==> src/rtl/cpwm_pkg.sv <==
// Constants shared by the compare and PWM unit block.
package cpwm_pkg;

   localparam int NUM_UNITS = 3;
   localparam int ADDR_W    = 8;
   localparam int DATA_W    = 8;
   localparam int CTRL_W    = 6;
   localparam int DUTY_W    = 10;

   localparam logic [7:0] LOW_ADDR  [NUM_UNITS] = '{8'h15, 8'h1b, 8'h95};
   localparam logic [7:0] HIGH_ADDR [NUM_UNITS] = '{8'h16, 8'h1c, 8'h96};
   localparam logic [7:0] CTRL_ADDR [NUM_UNITS] = '{8'h17, 8'h1d, 8'h97};
   localparam logic [7:0] T2_COUNT_ADDR  = 8'h11;
   localparam logic [7:0] T2_CTRL_ADDR   = 8'h12;
   localparam logic [7:0] T2_PERIOD_ADDR = 8'h92;
   localparam logic [7:0] FLAG_ADDR      = 8'h40;
   localparam logic [7:0] ENABLE_ADDR    = 8'h41;

   localparam logic [5:0] CTRL_RESET      = 6'h00;
   localparam logic [7:0] VALUE_RESET     = 8'h00;
   localparam logic [7:0] T2_PERIOD_RESET = 8'hff;
   localparam logic [7:0] T2_COUNT_RESET  = 8'h00;
   localparam logic [6:0] T2_CTRL_RESET   = 7'h00;
   localparam logic [2:0] FLAG_RESET      = 3'h0;

   // Control register: mode in 3:0, duty low bits in 5:4.
   localparam int MODE_LSB = 0;
   localparam int MODE_MSB = 3;
   localparam int DUTY_LSB = 4;
   localparam int DUTY_MSB = 5;

   localparam logic [3:0] MODE_OFF  = 4'h0;
   localparam logic [3:0] MODE_SET  = 4'h8;
   localparam logic [3:0] MODE_CLR  = 4'h9;
   localparam logic [3:0] MODE_SWI  = 4'ha;
   localparam logic [3:0] MODE_SPEC = 4'hb;
   localparam logic [1:0] CLASS_CMP = 2'h2;
   localparam logic [1:0] CLASS_PWM = 2'h3;

   // Timer2 control: prescale 1:0, enable 2, postscale 6:3.
   localparam int T2_ON_BIT   = 2;
   localparam int PRESC_LSB   = 0;
   localparam int PRESC_MSB   = 1;
   localparam logic [1:0] PRESC_1 = 2'h0;
   localparam logic [1:0] PRESC_4 = 2'h1;
   localparam logic [3:0] PRESC_1_LAST  = 4'h0;
   localparam logic [3:0] PRESC_4_LAST  = 4'h3;
   localparam logic [3:0] PRESC_16_LAST = 4'hf;
   localparam logic [1:0] QUARTER_LAST  = 2'h3;

   // Units whose special event has side effects.
   localparam int TIMER_CLR_UNIT_A = 0;
   localparam int TIMER_CLR_UNIT_B = 1;
   localparam int ADC_UNIT         = 1;

endpackage : cpwm_pkg

==> src/rtl/cpwm_time_base.sv <==
// Shared PWM time base: quarter counter, prescaler and period counter.
`timescale 1ns/10ps
module cpwm_time_base
(
   // Clock and reset
   input  wire logic       clk_in,
   input  wire logic       rst_in,
   // Software access
   input  wire logic       count_wr_in,
   input  wire logic       period_wr_in,
   input  wire logic [7:0] wdata_in,
   input  wire logic       enable_in,
   input  wire logic [1:0] presc_sel_in,
   // Time base state
   output logic      [7:0] count_out,
   output logic      [7:0] period_out,
   output logic      [1:0] fine_out,
   output logic            period_start_out
);

   logic [1:0] quarter_ff;
   logic [3:0] presc_ff;
   logic [7:0] count_ff;
   logic [7:0] period_ff;
   logic [3:0] presc_last;
   logic       instr_tick;
   logic       inc_tick;

   always_comb
   begin
      case (presc_sel_in)
         cpwm_pkg::PRESC_1: presc_last = cpwm_pkg::PRESC_1_LAST;
         cpwm_pkg::PRESC_4: presc_last = cpwm_pkg::PRESC_4_LAST;
         default:           presc_last = cpwm_pkg::PRESC_16_LAST;
      endcase
   end

   assign instr_tick = (quarter_ff == cpwm_pkg::QUARTER_LAST);
   assign inc_tick   = enable_in && instr_tick && (presc_ff == presc_last);

   // The quarter counter runs free so the fine bits stay phase locked.
   always_ff @(posedge clk_in or posedge rst_in)
   begin
      if (rst_in)
         quarter_ff <= 2'h0;
      else
         quarter_ff <= quarter_ff + 2'h1;
   end

   always_ff @(posedge clk_in or posedge rst_in)
   begin
      if (rst_in)
         presc_ff <= 4'h0;
      else if (!enable_in)
         presc_ff <= 4'h0;
      else if (instr_tick)
         presc_ff <= (presc_ff == presc_last) ? 4'h0 : presc_ff + 4'h1;
   end

   always_ff @(posedge clk_in or posedge rst_in)
   begin
      if (rst_in)
         count_ff <= cpwm_pkg::T2_COUNT_RESET;
      else if (count_wr_in)
         count_ff <= wdata_in;
      else if (inc_tick)
         count_ff <= (count_ff == period_ff) ? 8'h00 : count_ff + 8'h01;
   end

   always_ff @(posedge clk_in or posedge rst_in)
   begin
      if (rst_in)
         period_ff <= cpwm_pkg::T2_PERIOD_RESET;
      else if (period_wr_in)
         period_ff <= wdata_in;
   end

   always_comb
   begin
      case (presc_sel_in)
         cpwm_pkg::PRESC_1: fine_out = quarter_ff;
         cpwm_pkg::PRESC_4: fine_out = presc_ff[1:0];
         default:           fine_out = presc_ff[3:2];
      endcase
   end

   assign count_out        = count_ff;
   assign period_out       = period_ff;
   assign period_start_out = inc_tick && (count_ff == period_ff);

endmodule : cpwm_time_base

==> src/rtl/cpwm_top.sv <==
// Three compare and PWM units with their register port and time base.
//
// Our own choice: the plain strobed port.
`timescale 1ns/10ps
module cpwm_top
(
   // Clock and reset
   input  wire logic        clk_in,
   input  wire logic        rst_in,
   // Register port
   input  wire logic [7:0]  addr_in,
   input  wire logic [7:0]  wdata_in,
   input  wire logic        wr_in,
   input  wire logic        rd_in,
   output logic      [7:0]  rdata_out,
   // Compare time base and converter
   input  wire logic [15:0] timer1_count_in,
   input  wire logic        adc_enable_in,
   output logic             timer1_clear_out,
   output logic             adc_start_out,
   // Shared port pins
   input  wire logic [2:0]  port_data_in,
   input  wire logic [2:0]  port_dir_in,
   output logic      [2:0]  pin_out,
   output logic      [2:0]  pin_oe_n_out,
   // Flags and request
   output logic      [2:0]  match_flag_out,
   output logic             match_irq_out
);

   localparam int N = cpwm_pkg::NUM_UNITS;

   logic [7:0]  value_low_ff  [N];
   logic [7:0]  value_high_ff [N];
   logic [5:0]  ctrl_ff       [N];
   logic [9:0]  duty_buf_ff   [N];
   logic [N-1:0] cmp_latch_ff;
   logic [N-1:0] pwm_latch_ff;
   logic [N-1:0] eq_prev_ff;
   logic [N-1:0] flag_ff;
   logic [N-1:0] enable_ff;
   logic [6:0]  t2_ctrl_ff;
   logic        timer1_clear_ff;
   logic        adc_start_ff;
   logic [7:0]  rdata_ff;
   logic [7:0]  nxt_rdata;

   logic [N-1:0] eq_now;
   logic [N-1:0] hit;
   logic [N-1:0] spec_hit;
   logic [N-1:0] pwm_clear;
   logic [7:0]  t2_count;
   logic [7:0]  t2_period;
   logic [1:0]  t2_fine;
   logic        period_start;
   logic        flag_wr;

   function automatic logic [3:0] mode_of(input logic [5:0] ctrl);
      mode_of = ctrl[cpwm_pkg::MODE_MSB:cpwm_pkg::MODE_LSB];
   endfunction : mode_of

   function automatic logic is_cmp(input logic [5:0] ctrl);
      is_cmp = (ctrl[cpwm_pkg::MODE_MSB -: 2] == cpwm_pkg::CLASS_CMP);
   endfunction : is_cmp

   function automatic logic is_pwm(input logic [5:0] ctrl);
      is_pwm = (ctrl[cpwm_pkg::MODE_MSB -: 2] == cpwm_pkg::CLASS_PWM);
   endfunction : is_pwm

   function automatic logic [9:0] duty_of(input logic [7:0] low,
                                          input logic [5:0] ctrl);
      duty_of = {low, ctrl[cpwm_pkg::DUTY_MSB:cpwm_pkg::DUTY_LSB]};
   endfunction : duty_of

   cpwm_time_base u_time_base
   (
      .clk_in           (clk_in),
      .rst_in           (rst_in),
      .count_wr_in      (wr_in && (addr_in == cpwm_pkg::T2_COUNT_ADDR)),
      .period_wr_in     (wr_in && (addr_in == cpwm_pkg::T2_PERIOD_ADDR)),
      .wdata_in         (wdata_in),
      .enable_in        (t2_ctrl_ff[cpwm_pkg::T2_ON_BIT]),
      .presc_sel_in     (t2_ctrl_ff[cpwm_pkg::PRESC_MSB:
                                    cpwm_pkg::PRESC_LSB]),
      .count_out        (t2_count),
      .period_out       (t2_period),
      .fine_out         (t2_fine),
      .period_start_out (period_start)
   );

   always_comb
   begin
      for (int i = 0; i < N; i++)
      begin
         eq_now[i] = is_cmp(ctrl_ff[i]) &&
                     (timer1_count_in == {value_high_ff[i], value_low_ff[i]});
      end
   end

   always_comb
   begin
      for (int i = 0; i < N; i++)
      begin
         hit[i]      = eq_now[i] && !eq_prev_ff[i];
         spec_hit[i] = hit[i] && (mode_of(ctrl_ff[i]) == cpwm_pkg::MODE_SPEC);
      end
   end

   always_ff @(posedge clk_in or posedge rst_in)
   begin
      if (rst_in)
         eq_prev_ff <= '0;
      else
         eq_prev_ff <= eq_now;
   end

   always_comb
   begin
      for (int i = 0; i < N; i++)
      begin
         pwm_clear[i] = ({t2_count, t2_fine} == duty_buf_ff[i]);
      end
   end

   // Values have no documented reset; zero keeps simulation defined.
   always_ff @(posedge clk_in or posedge rst_in)
   begin
      if (rst_in)
      begin
         for (int i = 0; i < N; i++)
            value_low_ff[i] <= cpwm_pkg::VALUE_RESET;
      end
      else if (wr_in)
      begin
         for (int i = 0; i < N; i++)
            if (addr_in == cpwm_pkg::LOW_ADDR[i])
               value_low_ff[i] <= wdata_in;
      end
   end

   always_ff @(posedge clk_in or posedge rst_in)
   begin
      if (rst_in)
      begin
         for (int i = 0; i < N; i++)
            value_high_ff[i] <= cpwm_pkg::VALUE_RESET;
      end
      else
      begin
         for (int i = 0; i < N; i++)
         begin
            if (is_pwm(ctrl_ff[i]) && period_start)
               value_high_ff[i] <= value_low_ff[i];
            else if (wr_in && !is_pwm(ctrl_ff[i]) &&
                     (addr_in == cpwm_pkg::HIGH_ADDR[i]))
               value_high_ff[i] <= wdata_in;
         end
      end
   end

   always_ff @(posedge clk_in or posedge rst_in)
   begin
      if (rst_in)
      begin
         for (int i = 0; i < N; i++)
            ctrl_ff[i] <= cpwm_pkg::CTRL_RESET;
      end
      else if (wr_in)
      begin
         for (int i = 0; i < N; i++)
            if (addr_in == cpwm_pkg::CTRL_ADDR[i])
               ctrl_ff[i] <= wdata_in[5:0];
      end
   end

   always_ff @(posedge clk_in or posedge rst_in)
   begin
      if (rst_in)
      begin
         for (int i = 0; i < N; i++)
            duty_buf_ff[i] <= 10'h000;
      end
      else
      begin
         for (int i = 0; i < N; i++)
            if (is_pwm(ctrl_ff[i]) && period_start)
               duty_buf_ff[i] <= duty_of(value_low_ff[i], ctrl_ff[i]);
      end
   end

   always_ff @(posedge clk_in or posedge rst_in)
   begin
      if (rst_in)
         cmp_latch_ff <= '0;
      else
      begin
         for (int i = 0; i < N; i++)
         begin
            if (mode_of(ctrl_ff[i]) == cpwm_pkg::MODE_OFF)
               cmp_latch_ff[i] <= 1'b0;
            else if (hit[i] &&
                     (mode_of(ctrl_ff[i]) == cpwm_pkg::MODE_SET))
               cmp_latch_ff[i] <= 1'b1;
            else if (hit[i] &&
                     (mode_of(ctrl_ff[i]) == cpwm_pkg::MODE_CLR))
               cmp_latch_ff[i] <= 1'b0;
         end
      end
   end

   always_ff @(posedge clk_in or posedge rst_in)
   begin
      if (rst_in)
         pwm_latch_ff <= '0;
      else
      begin
         for (int i = 0; i < N; i++)
         begin
            if (!is_pwm(ctrl_ff[i]))
               pwm_latch_ff[i] <= 1'b0;
            else if (period_start)
               pwm_latch_ff[i] <=
                  (duty_of(value_low_ff[i], ctrl_ff[i]) != 10'h000);
            else if (pwm_clear[i])
               pwm_latch_ff[i] <= 1'b0;
         end
      end
   end

   assign flag_wr = wr_in && (addr_in == cpwm_pkg::FLAG_ADDR);

   always_ff @(posedge clk_in or posedge rst_in)
   begin
      if (rst_in)
         flag_ff <= cpwm_pkg::FLAG_RESET;
      else
      begin
         // A match in the clearing cycle wins, so no event is lost.
         for (int i = 0; i < N; i++)
            flag_ff[i] <= hit[i] || (flag_ff[i] && !(flag_wr && wdata_in[i]));
      end
   end

   always_ff @(posedge clk_in or posedge rst_in)
   begin
      if (rst_in)
         enable_ff <= '0;
      else if (wr_in && (addr_in == cpwm_pkg::ENABLE_ADDR))
         enable_ff <= wdata_in[N-1:0];
   end

   always_ff @(posedge clk_in or posedge rst_in)
   begin
      if (rst_in)
         t2_ctrl_ff <= cpwm_pkg::T2_CTRL_RESET;
      else if (wr_in && (addr_in == cpwm_pkg::T2_CTRL_ADDR))
         t2_ctrl_ff <= wdata_in[6:0];
   end

   always_ff @(posedge clk_in or posedge rst_in)
   begin
      if (rst_in)
         timer1_clear_ff <= 1'b0;
      else
         timer1_clear_ff <= spec_hit[cpwm_pkg::TIMER_CLR_UNIT_A] ||
                            spec_hit[cpwm_pkg::TIMER_CLR_UNIT_B];
   end

   always_ff @(posedge clk_in or posedge rst_in)
   begin
      if (rst_in)
         adc_start_ff <= 1'b0;
      else
         adc_start_ff <= spec_hit[cpwm_pkg::ADC_UNIT] && adc_enable_in;
   end

   assign timer1_clear_out = timer1_clear_ff;
   assign adc_start_out    = adc_start_ff;

   always_comb
   begin
      nxt_rdata = 8'h00;
      for (int i = 0; i < N; i++)
      begin
         if (addr_in == cpwm_pkg::LOW_ADDR[i])
            nxt_rdata = value_low_ff[i];
         if (addr_in == cpwm_pkg::HIGH_ADDR[i])
            nxt_rdata = value_high_ff[i];
         if (addr_in == cpwm_pkg::CTRL_ADDR[i])
            nxt_rdata = {2'h0, ctrl_ff[i]};
      end
      case (addr_in)
         cpwm_pkg::T2_COUNT_ADDR:  nxt_rdata = t2_count;
         cpwm_pkg::T2_CTRL_ADDR:   nxt_rdata = {1'b0, t2_ctrl_ff};
         cpwm_pkg::T2_PERIOD_ADDR: nxt_rdata = t2_period;
         cpwm_pkg::FLAG_ADDR:      nxt_rdata = {5'h00, flag_ff};
         cpwm_pkg::ENABLE_ADDR:    nxt_rdata = {5'h00, enable_ff};
         default:                  nxt_rdata = nxt_rdata;
      endcase
   end

   // Read data stand only in the cycle after the strobe.
   always_ff @(posedge clk_in or posedge rst_in)
   begin
      if (rst_in)
         rdata_ff <= 8'h00;
      else
         rdata_ff <= rd_in ? nxt_rdata : 8'h00;
   end

   assign rdata_out = rdata_ff;

   always_comb
   begin
      for (int i = 0; i < N; i++)
      begin
         pin_oe_n_out[i] = port_dir_in[i];
         if (is_pwm(ctrl_ff[i]))
            pin_out[i] = pwm_latch_ff[i] && !pwm_clear[i];
         else if ((mode_of(ctrl_ff[i]) == cpwm_pkg::MODE_SET) ||
                  (mode_of(ctrl_ff[i]) == cpwm_pkg::MODE_CLR))
            pin_out[i] = cmp_latch_ff[i];
         else
            pin_out[i] = port_data_in[i];
      end
   end

   assign match_flag_out = flag_ff;
   assign match_irq_out  = |(flag_ff & enable_ff);

endmodule : cpwm_top

==> config.mk <==
export PLATFORM = sky130hd
export DESIGN_NAME = cpwm_top
export DESIGN_NICKNAME = d
export VERILOG_FILES = /design/src/rtl/cpwm_pkg.sv /design/src/rtl/cpwm_time_base.sv /design/src/rtl/cpwm_top.sv
export SDC_FILE = /design/constraint.sdc
export NUM_CORES = 1
export LEC_CHECK = 0
export ABC_AREA = 1
export BUFFER_PORTS_ARGS = -buffer_cell sky130_fd_sc_hd__buf_2
export CAP_MARGIN = 10
export CORE_UTILIZATION = 61
export DETAILED_ROUTE_END_ITERATION = 8
export PLACE_DENSITY_LB_ADDON = 0.1
export SLEW_MARGIN = 30
export SYNTH_ARGS = -nofsm -noshare
export SYNTH_HDL_FRONTEND = slang
export SYNTH_HIERARCHICAL = 1
export SYNTH_SLANG_ARGS = --single-unit
==> constraint.sdc <==
create_clock -name clk_in -period 4.26 [get_ports clk_in]
set_input_delay 0.426 -clock clk_in [delete_from_list [all_inputs] [get_ports clk_in]]
set_output_delay 0.426 -clock clk_in [all_outputs]
set_load 0.02 [all_outputs]
# Word-level counts from Yosys, hierarchy flattened
# Index checks and enable logic that the tools add are counted.
# Widths: inputs -> output; s select.
# totals
in_bits	43
register_bits	150
word_cells	205
output_inout_bits	20
# op_classes
add_sub_neg	3
n_reduce_logical	81
n_eq_ne	42
bitwise	1
muxes	49
# op_table
cell	n
$mux 8	19
$eq 8x5->1 const B	8
$eq 16x16->1	3
$logic_and 1x1->1	41
$pmux 8 s5	1
$eq 4x4->1 const B	8
$eq 8x8->1 const B	4
$eq 10x10->1	3
$reduce_bool 10->1	3
$mux 1	24
$eq 8x7->1 const B	2
$eq 2x2->1 const B	7
$logic_not 1->1	12
$logic_not 4->1	3
$mux 4	3
$reduce_and 2->1	6
$ne 3x3->1 const B	3
$reduce_bool 3->1	3
$add 8x1->8 const B	1
$eq 8x8->1	1
$pmux 4 s2	1
$reduce_bool 2->1	4
$logic_or 1x1->1	7
$add 4x1->4 const B	1
8 further kinds	8

# Depth between registers and ports, before layout
# logic_depth
ltp_word	12
ltp_mapped	13
ltp_nobuf	13

# Hierarchy
# Netlist, hierarchy kept.
# by_module_without_submodules
module	area_each_um2	n_inst	seq_area_each_um2	cells_each
cpwm_top	7363.3	1	3203.1	1016
cpwm_time_base	1376.3	1	560.5	172

# Worst setup path before layout
# Ideal clock, no wire load.
# synth_timing
path_kind	register to register
startpoint	register u_time_base.count_ff[2], in the netlist u_time_base/count_out[2]
endpoint	register value_high_ff[20] (netlist name)
slack_ps	2002
setup_ps	139
t_required_ps	4121
stages_incl_launch_ff	12
synth_period_minus_slack_ps	2258
arrival_ps	2119
path_buffers	1
cell_sequence	dfrtp_1 -> buf_4 -> xnor2_1 -> nand2_1 -> nor2_1 -> nand2_4 -> nor2_1 -> inv_1 -> nor2_1 -> clkinv_1 -> nand2_1 -> o221ai_1
# synth_between
elab_chain_len	4
word_cells_on_any_way	5
classes_between	eq/ne: 1; mux: 1; reduce/logical: 3
# synth_lines
item	line_no	text
from (decl)	cpwm_time_base.sv:23	logic [7:0] count_ff;
from (signal assigned)	cpwm_time_base.sv:63	count_ff <= cpwm_pkg::T2_COUNT_RESET;
from (signal assigned)	cpwm_time_base.sv:65	count_ff <= wdata_in;
from (signal assigned)	cpwm_time_base.sv:67	count_ff <= (count_ff == period_ff) ? 8'h00 : count_ff + 8'h01;
$eq 8x8->1 (*)	cpwm_time_base.sv:89	assign period_start_out = inc_tick && (count_ff == period_ff);
$logic_and 1x1->1 (*)	cpwm_time_base.sv:89	
named net period_start	cpwm_top.sv:55	logic period_start;
$logic_and 1x1->1 (*)	cpwm_top.sv:152	if (is_pwm(ctrl_ff[i]) && period_start)
$mux 8 or $reduce_bool 2->1 (tied branches)	--	
to (signal, indexed assignment)	cpwm_top.sv:146	value_high_ff[i] <= cpwm_pkg::VALUE_RESET;
to (signal, indexed assignment)	cpwm_top.sv:153	value_high_ff[i] <= value_low_ff[i];
to (signal, indexed assignment)	cpwm_top.sv:156	value_high_ff[i] <= wdata_in;
to (decl)	cpwm_top.sv:34	logic [7:0] value_high_ff [N];
# Mark *: on every way through the listed nets, which the timed path passes. The rest lies on a longest branch.
# A chain may end at the register's enable or synchronous reset.

# Worst setup path in the final report
# layout_timing
startpoint	register t2_ctrl_ff[1]
endpoint	output port pin_out[0]
# layout_between
elab_chain_len	6
word_cells_on_any_way	7
classes_between	eq/ne: 2; mux: 2; reduce/logical: 3
# layout_lines
item	line_no	text
from (decl)	cpwm_top.sv:42	logic [6:0] t2_ctrl_ff;
from (signal assigned)	cpwm_top.sv:255	t2_ctrl_ff <= cpwm_pkg::T2_CTRL_RESET;
from (signal assigned)	cpwm_top.sv:257	t2_ctrl_ff <= wdata_in[6:0];
$eq 2x1->1 or $logic_not 2->1 (tied branches)	cpwm_time_base.sv:80	case (presc_sel_in)
$pmux 2 s2 (*)	cpwm_time_base.sv:80	
named net t2_fine[0]	cpwm_top.sv:54	logic [1:0] t2_fine;
$eq 10x10->1 (*)	cpwm_top.sv:121	pwm_clear[i] = ({t2_count, t2_fine} == duty_buf_ff[i]);
$logic_not 1->1 (*)	cpwm_top.sv:319	pin_out[i] = pwm_latch_ff[i] && !pwm_clear[i];
$logic_and 1x1->1 (*)	cpwm_top.sv:319	
$mux 1 (*)	cpwm_top.sv:318	if (is_pwm(ctrl_ff[i]))
to (decl)	cpwm_top.sv:24	output logic [2:0] pin_out,
# Marked as above.

==> results.toml <==
[grt]
grt_pass1_wl_um = 44800
grtUsageTotal_pct = 41.9
grt_pass1_vias = 7894
grt_overflow = 0
antenna_found_initial = 1
grt_max_degree = 77

[placed_design]
placed_cell_area_um2 = 9180
hpwl_um = 22200
io_buffers = 56
gp_congestion = 1.05

[timing]
max_freq_mhz = 317
grt_setup_unrepaired = "no"
tightest_slew_ns = 0.889
period_share_pct = 74.1
slew_violations = 0
fin_setup_tns_ns = 0
clock_skew_ns = 0.00977
setup_viol = 0
finalHoldViolations = 0
period_minus_slack_ns = 3.16
max-slew-margin-rel_pct = 40.4

[detailed_routing]
routed-wl-met3_um = 3400
drt_iter0_markers = 1114
drc_errors = 0
first_pass_iters = 6
route.met2.wl_um = 12800
top_layer = "met5"
wl_met1_um = 12100
routed_wl_um = 29600
via_count = 8701
routedWlPerCell_um = 20.6
vias_per_cell = 6.05
antenna_left = 0

[worst_setup_path]
crit_chain = "inv_2, nand2_2, o211ai_1, nor2_1, nor4_1, nand3_1, nand3b_1, nand2_1, buf_2"
slowest_delay_ns = 0.58
critPathRequiredTime_ns = 3.83
cp-start-kind = "flop"
worst-r2r-setup-slack_ns = 1.33
end_kind = "primary output"
crit_path_max_fanout = 7
crit_arrival_ns = 2.73
critical_path_class = "reg -> out"
crit_path_top_delay_cell = "o211ai_1"

[final_layout]
final_common_cell = "nand2_1"
nets = 1291
post-route-util_pct = 70.3
diodes = 0
drive_gt1_share_pct = 12.2
multi_input_area_um2 = 4220
ff_latch_area_um2 = 3760
syn_to_final_growth_pct = 12.1
fin_area_um2 = 9790
num-fill-cells = 1195
final_cell_mix = "nand2_1 (377), inv_1 (143), dfrtp_1 (142), nor2_1 (81), nand3_1 (80)"

[floorplan]
dieWidth_um = 122
core_area_um2 = 13900
die-area_um2 = 14800
num_rows = 43
io_pins = 63
die_h_um = 122
initial_utilization_pct = 62.7

[flow_run]
maxCapViolCount = 0

[pwr]
peakVddDrop_mv = 0.328
power_uw = 3630
powerDensity_nw_per_um2 = 371
p_leak_uw = 0.00498

[cts]
postCtsSetupBuffers = 0
cts.clk_slew.worst_paths_ns = 0.06
clock_latency_ns = 0.43
clock_sinks = 150
root_buffer = "clkbuf_16"
cts_tree = "yes"
cts_resized = 0
numCtsBuffers = 17
ctsHoldBuffers = 0
cts_max_level = 4
clock_path_buffers = 2

[min_path]
hold_path_class = "in -> async"

[synthesis]
synth_top_cells_by_area = "dfrtp_1 (41%), nand2_1 (16%), inv_1 (6.2%)"
synth_warnings = 6
synth_nets = 1234
ys_ff_latch = 150
syn_area_per_cell_um2 = 7.36
synth_seq_area_share_pct = 43.1
yosysTopAreaCell = "dfrtp_1"
synth_cells = 1188
synth_top_area_share_pct = 40.7
synth-main-ff-cell = "dfrtp_1"
syn_area_um2 = 8740
async_reset_ff_share_pct = 100
synth_cell_types = 44
synth_edf_count = 0

[run_status]
status = "completed"
kinds of logic (layout without fill, tap and decap cells):
logic type	count (synthesis)	in the layout	synth area share (%)
compound gates	169	169	11.3
xor+xnor	41	41	4.11
fa+ha+maj	3	3	0.430
buf+inv	192	262	8.60
flops	150	150	43.1
mux	6	6	0.773
simple gates	627	627	31.8
path summary, 6_finish.rpt:
| check | startpoint | end | cells past startpoint |
|---|---|---|---|
| max in group asynchronous | rst_in | value_high_ff[15]$_DFFE_PP0P_ | 3 |
| hold / removal | rst_in | u_time_base/presc_ff[1]$_DFFE_PP0P_ | 2 |
| setup / recovery | t2_ctrl_ff[1]$_DFFE_PP0P_ | pin_out[0] | 9 |
| min in group clk_in | adc_enable_in | adc_start_out$_DFF_PP0_ | 3 |
| setup reg to reg | u_time_base/count_out[6]$_DFFE_PP0P_ | value_high_ff[20]$_DFFE_PP0P_ | 12 |
| hold reg to reg | u_time_base/quarter_ff[0]$_DFF_PP0_ | u_time_base/quarter_ff[0]$_DFF_PP0_ | 1 |
stage by stage:
step	setup WS [ns]	hold slack, ns	instances
floorplan	0.421	0.409	1188
global placement	1.57	0.434	1406
detailed placement	1.44	0.435	1406
CTS	1.18	0.199	1438
global route	1.10	0.144	1438
finish	1.10	0.109	1438
synth_stat cells (2+ instances only):
cell type,number
xor2_1,24
buf_4,6
o21a_1,3
mux2_2,6
a21oi_1,20
a211oi_1,3
nand3_2,3
nor2_8,2
inv_2,15
nand2_2,10
nand2_4,3
o21ai_0,77
xnor2_1,17
nand3_1,80
nor2_1,81
nand3b_1,5
inv_1,145
o22ai_1,8
buf_2,7
o221ai_1,16
o21ai_1,22
nand4_1,23
nand2_1,377
o2111ai_1,3
dfstp_2,8
nor4_1,15
dfrtp_1,142
nor3_1,11
clkbuf_1,12
clkinv_1,7
ha_1,3
nor2_4,4
o211ai_1,15
or2_2,5
area by class of cell:
type,instances,share of cell area [%]
multi-input cells,846,43.1
clock inverters,11,1.79
clock buffers,21,4.50
well taps,180,2.30
inverters,167,6.45
repair buffers,63,3.40
flip-flops and latches,150,38.4
worst max-delay path, delay by kind of cell (launching register included):
kind,cells,cell delay (ns)
DFF,1,0.46
AOI/OAI and AO/OA,1,0.58
buffers and inverters,2,0.29
and+or+nand+nor,6,0.95
per-layer routing:
layer  track usage [%]  vias to the layer above
li1                  -                     3966
met1              58.7                     4065
met2              60.4                      561
met3              11.2                      107
met4              19.6                        2
met5                 0                        -
registers in the layout, indices dropped and copies added (netlist names), 7 cells and up:
name	flops
ctrl_ff	18
duty_buf_ff	30
rdata_out	8
t2_ctrl_ff	7
u_time_base/count_out	8
u_time_base/period_out	8
value_high_ff	24
value_low_ff	24
where the power goes:
group	total, uW	leakage (uW)	switching [uW]	internal (uW)
clock network	1600	0.000292	618	984
logic	443	0.00277	295	148
registers	1590	0.00192	101	1490
total	3630	0.00498	1020	2620
No activity file was read; power rests on OpenSTA's default activity.
